$ cat config.mk
export PLATFORM = sky130hd
export DESIGN_NAME = dmr_register_map
export DESIGN_NICKNAME = d
export VERILOG_FILES = /design/src/hw/dmr_pkg.sv /design/src/hw/dmr_register_map.sv
export VERILOG_INCLUDE_DIRS = /design/src /design/src/hw
export SDC_FILE = /design/constraint.sdc
export NUM_CORES = 1
export LEC_CHECK = 0
export BUFFER_PORTS_ARGS = -buffer_cell sky130_fd_sc_hd__buf_2
export CAP_MARGIN = 20
export CORE_MARGIN = 3
export CORE_UTILIZATION = 45
export CTS_BUF_LIST = sky130_fd_sc_hd__clkbuf_8
export CTS_CLUSTER_DIAMETER = 30
export DETAILED_ROUTE_END_ITERATION = 8
export PLACE_DENSITY_LB_ADDON = 0.08
export SLEW_MARGIN = 20
export SYNTH_ARGS = -nofsm -noshare
export SYNTH_HDL_FRONTEND = slang
export SYNTH_SLANG_ARGS = --single-unit
$ cat constraint.sdc
create_clock -name core_clk -period 7.05 [get_ports core_clk]
set_input_delay 0.3525 -clock core_clk [delete_from_list [all_inputs] [get_ports core_clk]]
set_output_delay 0.3525 -clock core_clk [all_outputs]
set_load 0.1 [all_outputs]
$ cat src/hw/dmr_map.svh
`ifndef DMR_MAP_SVH
`define DMR_MAP_SVH
`define DMR_ADR_OVERRIDE 16'h0001
`define DMR_ADR_COMMAND 16'h0002
`define DMR_ADR_ACT_KIND 16'h0003
`define DMR_ADR_REL_POS 16'h0004
`define DMR_ADR_COLL_FAULT 16'h0008
`define DMR_ADR_SERIAL1 16'h0064
`define DMR_ADR_SERIAL2 16'h0065
`define DMR_ADR_SERIAL4 16'h0066
`define DMR_ADR_FW_VER 16'h0067
`define DMR_ADR_MALF 16'h0068
`define DMR_ADR_BUS_FAIL 16'h006C
`define DMR_RST_OVERRIDE 16'h0000
`define DMR_RST_BUS_FAIL 16'h0001
`define DMR_ACT_KIND_VAL 16'h0003
`define DMR_POS_CLOSED 16'h0000
`define DMR_POS_MID 16'h1388
`define DMR_POS_OPEN 16'h2710
`define DMR_OVR_OPEN 16'h0001
`define DMR_OVR_CLOSE 16'h0002
`define DMR_CMD_TEST 16'h0002
`define DMR_CMD_RESET 16'h0004
`define DMR_BIT_PATH 1
`define DMR_BIT_OVERLOAD 2
`define DMR_BIT_SAFETY 4
`define DMR_BIT_DUCT_TEMP 6
`define DMR_BIT_SMOKE 7
`define DMR_BIT_INTERNAL 8
`define DMR_BIT_BUS_MON 10
`define DMR_BIT_LOCAL_OVR 11
`define DMR_STICKY_MASK 16'h0011
`define DMR_CLK_HZ 125000000
`define DMR_TRAVEL_S 150
`define DMR_BUS_MON_S 120
`define DMR_BUTTON_MS 1000
`define DMR_FLASH_MS 250
`define DMR_ACT_PULSE_MS 50
`endif

$ cat src/hw/dmr_pkg.sv
package dmr_pkg;
	typedef enum logic [2:0] {
		DMR_FC_RD_DISC = 3'h0,
		DMR_FC_RD_HOLD = 3'h1,
		DMR_FC_RD_INP = 3'h2,
		DMR_FC_WR_ONE = 3'h3,
		DMR_FC_WR_MULTI = 3'h4
	} dmr_func_t;
	typedef enum logic [2:0] {
		DMR_MV_IDLE = 3'b001,
		DMR_MV_OPENING = 3'b010,
		DMR_MV_CLOSING = 3'b100
	} dmr_move_t;
endpackage

$ cat src/hw/dmr_register_map.sv
`include "dmr_map.svh"
`timescale 1ns/1ns
`default_nettype none
module dmr_register_map #(
	parameter int CLK_HZ = `DMR_CLK_HZ,
	parameter int TRAVEL_S = `DMR_TRAVEL_S,
	parameter int BUS_MON_S = `DMR_BUS_MON_S,
	parameter int BUTTON_MS = `DMR_BUTTON_MS,
	parameter int FLASH_MS = `DMR_FLASH_MS,
	parameter int ACT_PULSE_MS = `DMR_ACT_PULSE_MS,
	parameter logic [15:0] SERIAL1 = 16'h0001,
	parameter logic [15:0] SERIAL2 = 16'h0002,
	parameter logic [15:0] SERIAL4 = 16'h0004,
	parameter logic [15:0] FW_VERSION = 16'h0064,
	parameter logic [15:0] BUS_FAIL_STORED = `DMR_RST_BUS_FAIL
) (
	input wire logic core_clk,
	input wire logic sys_rst,
	input wire logic req_valid,
	input wire dmr_pkg::dmr_func_t req_func,
	input wire logic [15:0] req_addr,
	input wire logic [15:0] req_wdata,
	output logic [15:0] rsp_rdata,
	output logic rsp_valid,
	output logic rsp_error,
	output logic [15:0] nv_bus_fail,
	output logic nv_write,
	input wire logic bus_rx_active,
	input wire logic bus_tx_active,
	input wire logic sw_open_limit,
	input wire logic sw_closed_limit,
	input wire logic sw_mid_position,
	input wire logic motor_drive_open,
	input wire logic thermal_trip_device,
	input wire logic smoke_alarm,
	input wire logic internal_fault,
	input wire logic path_increased,
	input wire logic mech_overload,
	input wire logic local_override,
	input wire logic test_button,
	output logic damper_open_cmd,
	output logic test_run_start,
	output logic led_green,
	output logic led_yellow,
	output logic led_red,
	output logic led_bus
);
	// Second-long counts overflow 32 bits at the full clock rate
	localparam longint TRAVEL_CYC = longint'(CLK_HZ) * TRAVEL_S;
	localparam longint BUS_MON_CYC = longint'(CLK_HZ) * BUS_MON_S;
	localparam int BUTTON_CYC = int'((longint'(CLK_HZ) * BUTTON_MS) / 1000);
	localparam int FLASH_CYC = int'((longint'(CLK_HZ) * FLASH_MS) / 1000);
	localparam int ACT_CYC = int'((longint'(CLK_HZ) * ACT_PULSE_MS) / 1000);

	logic [15:0] override_r;
	logic [15:0] bus_fail_r;
	logic [15:0] malf_r;
	logic [15:0] malf_nxt;
	logic [39:0] travel_cnt_r;
	logic [39:0] mon_cnt_r;
	logic [31:0] btn_cnt_r;
	logic [31:0] flash_cnt_r;
	logic [31:0] act_cnt_r;
	logic flash_r;
	logic btn_done_r;
	logic travel_fail_r;
	logic mon_trip_r;
	dmr_pkg::dmr_move_t move_r;
	dmr_pkg::dmr_move_t move_nxt;

	// Word address from bit address: a discrete read returns one bit
	wire is_disc = req_func == dmr_pkg::DMR_FC_RD_DISC;
	wire [15:0] word_addr = is_disc ? {4'h0, req_addr[15:4]} : req_addr;
	wire is_write = req_func == dmr_pkg::DMR_FC_WR_ONE ||
		req_func == dmr_pkg::DMR_FC_WR_MULTI;
	wire wr = req_valid && is_write;
	wire wr_ovr = wr && req_addr == `DMR_ADR_OVERRIDE;
	wire wr_cmd = wr && req_addr == `DMR_ADR_COMMAND;
	wire wr_bfp = wr && req_addr == `DMR_ADR_BUS_FAIL;
	wire ovr_ok = req_wdata == `DMR_OVR_OPEN ||
		req_wdata == `DMR_OVR_CLOSE;
	wire bfp_ok = req_wdata == 16'h0000 || req_wdata == 16'h0001;
	wire btn_fire = test_button && btn_cnt_r == BUTTON_CYC - 1;
	wire cmd_test = wr_cmd && req_wdata == `DMR_CMD_TEST;
	wire cmd_reset = wr_cmd && req_wdata == `DMR_CMD_RESET;
	wire clear_faults = cmd_reset || btn_fire;
	wire mon_on = bus_fail_r != 16'h0000;
	wire ext_fault = thermal_trip_device || smoke_alarm;
	wire want_open = override_r == `DMR_OVR_OPEN && !ext_fault &&
		!mon_trip_r;
	wire coll = |malf_r[7:0];

	wire [15:0] rel_pos = sw_open_limit ? `DMR_POS_OPEN :
		sw_mid_position ? `DMR_POS_MID : `DMR_POS_CLOSED;

	// Flat table: every read function sees the same words
	logic [15:0] word;
	always_comb begin
		case (word_addr)
		`DMR_ADR_OVERRIDE: word = override_r;
		`DMR_ADR_COMMAND: word = 16'h0000;
		`DMR_ADR_ACT_KIND: word = `DMR_ACT_KIND_VAL;
		`DMR_ADR_REL_POS: word = rel_pos;
		`DMR_ADR_COLL_FAULT: word = {15'h0000, coll};
		`DMR_ADR_SERIAL1: word = SERIAL1;
		`DMR_ADR_SERIAL2: word = SERIAL2;
		`DMR_ADR_SERIAL4: word = SERIAL4;
		`DMR_ADR_FW_VER: word = FW_VERSION;
		`DMR_ADR_MALF: word = malf_r;
		`DMR_ADR_BUS_FAIL: word = bus_fail_r;
		default: word = 16'h0000;
		endcase
	end
	wire [15:0] rd_val = is_disc ? {15'h0000, word[req_addr[3:0]]} : word;
	wire func_ok = req_func == dmr_pkg::DMR_FC_RD_DISC ||
		req_func == dmr_pkg::DMR_FC_RD_HOLD ||
		req_func == dmr_pkg::DMR_FC_RD_INP || is_write;

	always_ff @(posedge core_clk) begin
		if (sys_rst) begin
			rsp_valid <= 1'b0;
			rsp_error <= 1'b0;
			rsp_rdata <= 16'h0000;
		end else begin
			rsp_valid <= req_valid;
			rsp_error <= req_valid && !func_ok;
			rsp_rdata <= (req_valid && !is_write) ? rd_val : 16'h0000;
		end
	end

	// Override is volatile; a rejected value leaves it alone
	always_ff @(posedge core_clk) begin
		if (sys_rst)
			override_r <= `DMR_RST_OVERRIDE;
		else if (wr_ovr && ovr_ok)
			override_r <= req_wdata;
	end

	// Bus fail position resets to the fixed DMR_RST_BUS_FAIL value, not the retained store
	always_ff @(posedge core_clk) begin
		if (sys_rst)
			bus_fail_r <= `DMR_RST_BUS_FAIL;
		else if (wr_bfp && bfp_ok)
			bus_fail_r <= req_wdata;
	end
	logic loaded_r;
	always_ff @(posedge core_clk) begin
		if (sys_rst)
			loaded_r <= 1'b0;
		else
			loaded_r <= 1'b1;
	end
	assign nv_bus_fail = bus_fail_r;
	assign nv_write = wr_bfp && bfp_ok;

	// Bus watchdog: any override write, even rejected, is a refresh
	always_ff @(posedge core_clk) begin
		if (sys_rst || wr_ovr || !mon_on) begin
			mon_cnt_r <= 40'h00_0000_0000;
			mon_trip_r <= 1'b0;
		end else if (mon_cnt_r == 40'(BUS_MON_CYC - 1)) begin
			mon_trip_r <= 1'b1;
		end else begin
			mon_cnt_r <= mon_cnt_r + 40'h00_0000_0001;
		end
	end

	always_ff @(posedge core_clk) begin
		if (sys_rst || !test_button) begin
			btn_cnt_r <= 32'h0000_0000;
			btn_done_r <= 1'b0;
		end else if (!btn_done_r) begin
			btn_cnt_r <= btn_cnt_r + 32'h0000_0001;
			btn_done_r <= btn_fire;
		end
	end
	always_ff @(posedge core_clk) begin
		if (sys_rst)
			test_run_start <= 1'b0;
		else
			test_run_start <= cmd_test || btn_fire;
	end

	// Malfunction word: hardware set wins over a reset command
	always_comb begin
		malf_nxt = clear_faults ? (malf_r & `DMR_STICKY_MASK) : malf_r;
		malf_nxt[`DMR_BIT_PATH] = malf_nxt[`DMR_BIT_PATH] | path_increased;
		malf_nxt[`DMR_BIT_OVERLOAD] = malf_nxt[`DMR_BIT_OVERLOAD] |
			mech_overload;
		malf_nxt[`DMR_BIT_SAFETY] = malf_nxt[`DMR_BIT_SAFETY] |
			internal_fault | travel_fail_r;
		malf_nxt[`DMR_BIT_DUCT_TEMP] = malf_nxt[`DMR_BIT_DUCT_TEMP] |
			thermal_trip_device;
		malf_nxt[`DMR_BIT_SMOKE] = malf_nxt[`DMR_BIT_SMOKE] | smoke_alarm;
		malf_nxt[`DMR_BIT_INTERNAL] = move_r != dmr_pkg::DMR_MV_IDLE;
		malf_nxt[`DMR_BIT_BUS_MON] = malf_nxt[`DMR_BIT_BUS_MON] |
			mon_trip_r;
		malf_nxt[`DMR_BIT_LOCAL_OVR] = local_override;
	end
	always_ff @(posedge core_clk) begin
		if (sys_rst)
			malf_r <= 16'h0000;
		else
			malf_r <= malf_nxt;
	end

	// Travel supervision
	always_comb begin
		move_nxt = move_r;
		case (move_r)
		dmr_pkg::DMR_MV_IDLE: begin
			if (damper_open_cmd && !sw_open_limit)
				move_nxt = dmr_pkg::DMR_MV_OPENING;
			else if (!damper_open_cmd && !sw_closed_limit)
				move_nxt = dmr_pkg::DMR_MV_CLOSING;
		end
		dmr_pkg::DMR_MV_OPENING:
			if (sw_open_limit || !damper_open_cmd)
				move_nxt = dmr_pkg::DMR_MV_IDLE;
		dmr_pkg::DMR_MV_CLOSING:
			if (sw_closed_limit || damper_open_cmd)
				move_nxt = dmr_pkg::DMR_MV_IDLE;
		default: move_nxt = dmr_pkg::DMR_MV_IDLE;
		endcase
	end
	always_ff @(posedge core_clk) begin
		if (sys_rst) begin
			move_r <= dmr_pkg::DMR_MV_IDLE;
			damper_open_cmd <= 1'b0;
		end else begin
			move_r <= move_nxt;
			damper_open_cmd <= want_open && loaded_r;
		end
	end
	// Timeout latches until a new travel starts from idle or a fault reset while idle
	always_ff @(posedge core_clk) begin
		if (sys_rst || move_r == dmr_pkg::DMR_MV_IDLE) begin
			travel_cnt_r <= 40'h00_0000_0000;
			if (sys_rst || clear_faults || move_nxt != move_r)
				travel_fail_r <= 1'b0;
		end else if (travel_cnt_r == 40'(TRAVEL_CYC - 1)) begin
			travel_fail_r <= 1'b1;
		end else begin
			travel_cnt_r <= travel_cnt_r + 40'h00_0000_0001;
		end
	end
	logic fail_dir_open_r;
	always_ff @(posedge core_clk) begin
		if (sys_rst)
			fail_dir_open_r <= 1'b0;
		else if (move_r != dmr_pkg::DMR_MV_IDLE)
			fail_dir_open_r <= move_r == dmr_pkg::DMR_MV_OPENING;
	end

	always_ff @(posedge core_clk) begin
		if (sys_rst || flash_cnt_r == FLASH_CYC - 1) begin
			flash_cnt_r <= 32'h0000_0000;
			flash_r <= sys_rst ? 1'b0 : !flash_r;
		end else begin
			flash_cnt_r <= flash_cnt_r + 32'h0000_0001;
		end
	end
	always_ff @(posedge core_clk) begin
		if (sys_rst)
			act_cnt_r <= 32'h0000_0000;
		else if (bus_rx_active || bus_tx_active)
			act_cnt_r <= 32'(ACT_CYC);
		else if (act_cnt_r != 32'h0000_0000)
			act_cnt_r <= act_cnt_r - 32'h0000_0001;
	end

	wire opening = move_r == dmr_pkg::DMR_MV_OPENING;
	wire closing = move_r == dmr_pkg::DMR_MV_CLOSING;
	wire tf_close = travel_fail_r && !fail_dir_open_r;
	wire tf_open = travel_fail_r && fail_dir_open_r;
	wire ext_red = ext_fault || travel_fail_r;
	always_ff @(posedge core_clk) begin
		if (sys_rst) begin
			led_green <= 1'b0;
			led_yellow <= 1'b0;
			led_red <= 1'b0;
			led_bus <= 1'b0;
		end else begin
			led_green <= tf_open ? 1'b0 : tf_close ? flash_r :
				sw_open_limit || (opening && flash_r);
			led_yellow <= tf_close ? 1'b0 : tf_open ? flash_r :
				sw_closed_limit || (closing && flash_r);
			led_red <= internal_fault || (ext_red && flash_r);
			led_bus <= act_cnt_r != 32'h0000_0000;
		end
	end
endmodule // dmr_register_map
`default_nettype wire

==> results.py <==
metrics = {
    "run_status": {
        "status": "complete, no violations",
    },
    "finish": {
        "multi_input_area_um2": 6090,
        "final_cell_mix": "dfxtp_1 (247), nor2_1 (238), nand2_1 (108)",
        "final_area_um2": 13300,
        "nFillCells": 2355,
        "synthToLayoutAreaGrowth_pct": 17.2,
        "final_nets": 1477,
        "layout_commonest_cell": "dfxtp_1",
        "seq_area_um2": 5000,
        "drive_gt1_share_pct": 15.7,
        "n_antenna_cell": 0,
    },
    "clock_tree": {
        "clk_latency_ps": 570,
        "cts_tree": "done",
        "clock_sinks": 249,
        "cts_root_buf": "clkbuf_8",
        "htreeDepth": 2,
        "clock_path_buffers": 3,
        "clk_pin_slew_worst_paths_ps": 60,
        "cts_setup_buffers": 0,
        "numCtsBuffers": 54,
    },
    "floorplanning": {
        "core_um2": 24500,
        "dieArea_um2": 27200,
        "floorplan.rows": 57,
        "ioPinCount": 92,
        "die_w_um": 165,
        "start_util_pct": 46.2,
        "die_y_um": 165,
    },
    "routing": {
        "vias": 9445,
        "drt.antenna.violating_nets": 0,
        "drt-wirelength-per-cell_um": 15.0,
        "initialDrtViolationCount": 536,
        "via_per_inst": 5.29,
        "drc": 0,
        "firstDrtPassIters": 5,
        "routed_wl_um": 26800,
    },
    "setup_path": {
        "cp_cell_sequence": "buf_2, nor4_4, nand4_1, nor3_1, buf_2",
        "crit_family": "simple AND/OR/NAND/NOR gates",
        "path_max_fanout": 8,
        "critical_path_class": "input port to output pin",
        "critPathArrivalTime_ps": 2350,
        "crit_required_ps": 6700,
        "crit_top_cell": "buf_2",
        "crit_path_start_kind": "input port",
        "crit_buf_inv": 2,
        "cp-end-kind": "output pin",
        "cpMaxStageDelayCell": "nor4_4",
        "slowest_delay_ps": 640,
    },
    "sta": {
        "fin_ws_ps": 4350,
        "hold_viol": 0,
        "skew_ps": 24.8,
        "final.min_clock_period_ps": 2700,
        "rsz0062_at_grt": "no",
        "fin_crit_sh_pct": 38.3,
        "slew-limit-headroom_pct": 34.9,
        "worstMarginPinSlew_ps": 973,
        "fmax_mhz": 370,
        "final_max_slew_viol_count": 0,
        "setup_viol": 0,
        "tns_ps": 0,
        "worst_hold_slack_ps": 32.4,
    },
    "grt": {
        "grt_first_pass_wirelength_um": 44200,
        "grt_pass1_vias": 8915,
        "grt_start_max_net_pins": 43,
        "antenna_found_initial": 1,
        "use_met3_pct": 4.11,
        "grt.busiest_layer": "met2",
        "grt_use_total_pct": 19.7,
        "met1_usage_pct": 25.9,
        "grt-ovfl-total": 0,
        "met2_usage_pct": 32.1,
    },
    "power": {
        "clkPwrFrac_pct": 51.2,
        "p_leak_nw": 4.84,
        "pwr-share-seq_pct": 43.9,
        "net-switching-power_mw": 0.780,
        "swShare_pct": 23.7,
        "comb_power_share_pct": 4.9,
        "p_int_mw": 2.51,
        "finalPower_mw": 3.29,
        "vdd_ir_drop_max_mv": 0.267,
        "power.density_nw_per_um2": 248,
    },
    "placement": {
        "hpwl_um": 18700,
        "port_buffers": 90,
        "pre_cts_ws_ps": 3890,
        "place_area_um2": 12000,
        "gp_congestion": 0.915,
    },
    "synth": {
        "synth_nets": 1365,
        "ys_seq_area_share_pct": 44.1,
        "synth.distinct_cells": 80,
        "synth_edf_count": 2,
        "synth_cells": 1309,
        "yosys_warnings": 0,
        "ys_async_sr_fraction_pct": 0,
        "synth.avg_cell_area_um2": 8.67,
        "synth_ff_type": "dfxtp_1",
        "ys_seq_elements": 249,
        "synth_area_um2": 11300,
    },
    "hold_path": {
        "hold_class": "input port to register",
    },
    "run": {
        "max-cap-violations": 0,
    },
}
## cells by family (layout without fill, tap and decap cells)
family | Yosys count | in the layout | share of synthesized area, %
xor+xnor | 154 | 154 | 11.9
simple gates | 701 | 701 | 31.9
fa+ha+maj | 5 | 5 | 0.551
flops | 249 | 249 | 44.1
compound gates | 127 | 127 | 7.90
mux | 13 | 13 | 1.26
buf+inv | 60 | 214 | 2.35
## layout make-up
class,count,area share (%)
tap,324,3.05
inverter,17,0.480
timing repair buffer,99,3.98
clock buffer,62,6.42
multi-input combinational,1000,45.8
sequential,249,37.6
clock inverter,36,2.63
## worst paths after layout
check                                                 from                   endpoint  slack [ps]  depth (start not counted)
worst max-delay path                           req_addr[8]                   nv_write        4350                          5
worst min-delay path                           smoke_alarm       malf_r[7]$_SDFF_PP0_          30                          3
worst max register to register  btn_cnt_r[13]$_SDFFE_PP0N_    travel_fail_r$_DFFE_PP_        4410                         10
worst min register to register   flash_cnt_r[0]$_SDFF_PP0_  flash_cnt_r[0]$_SDFF_PP0_         440                          1
## cells in the mapped netlist (all sizes together) (3+ instances only)
| master | number | area, µm² |
|---|---|---|
| dfxtp | 247 | 4940 |
| nor2 | 238 | 893 |
| nand2 | 109 | 409 |
| xor2 | 90 | 788 |
| nand3 | 65 | 345 |
| xnor2 | 64 | 561 |
| nand4 | 48 | 300 |
| a21oi | 41 | 205 |
| nor4 | 40 | 335 |
| and2 | 39 | 244 |
| nor3 | 39 | 205 |
| clkbuf | 29 | 109 |
| and3 | 26 | 163 |
| or3 | 24 | 150 |
| o21ai | 22 | 118 |
| inv | 17 | 63.8 |
| nor2b | 16 | 100 |
| a31oi | 15 | 124 |
| buf | 14 | 93.8 |
| nor4b | 10 | 87.6 |
| mux2i | 9 | 93.8 |
| nand2b | 9 | 56.3 |
| a22oi | 7 | 52.6 |
| and4 | 7 | 61.3 |
| or4 | 6 | 48.8 |
| a311oi | 5 | 50.0 |
| ha | 5 | 62.6 |
| nor3b | 5 | 42.5 |
| or2 | 5 | 31.3 |
| a2111oi | 4 | 53.8 |
| mux2 | 4 | 48.8 |
| a211oi | 3 | 32.5 |
| and4b | 3 | 30.0 |
| and4bb | 3 | 37.5 |
| nor4bb | 3 | 30.0 |
| o21a | 3 | 22.5 |
| o31ai | 3 | 27.5 |
## state kept, by name (all words and copies together), names as in the netlist, 3 cells and up
register      cells
act_cnt_r        32
btn_cnt_r        32
flash_cnt_r      32
malf_r            8
mon_cnt_r        40
move_r            3
nv_bus_fail      16
override_r       16
rsp_rdata        16
travel_cnt_r     40
## metrics by stage
stage,util (%),std cells
final,54.2,1787
after global routing,54.2,1787
after CTS,54.1,1786
after detailed placement,49.1,1685
after global placement,49.1,1685
after floorplan,-,1309
## power by group through the flow
stage	sequential [mW]	combinational [mW]	clock (mW)
after global routing	1.45	0.178	1.81
after detailed placement	1.48	0.159	0
after floorplan	1.49	0.0995	0
final	1.45	0.161	1.69
after global placement	1.48	0.158	0
after CTS	1.45	0.161	1.74
## layer usage
layer	share of wire (%)	vias up
met1	46	4343
met5	0.060	-
li1	-	4820
met2	45	211
met3	5.4	69
met4	2.9	2
## repair_timing
item / 4_1_cts / 5_1_grt
endpoints found under the setup margin: 0 / 0
hold buffers: 3 / 0
hold endpoints to repair: 3 / 0
gates resized for setup: 0 / 0
## worst min-delay path, cell delays in order
cell     delay (ps)
buf_2           100
a21oi_1          40
nor2_1           70
(Power assumes the default switching activity.)
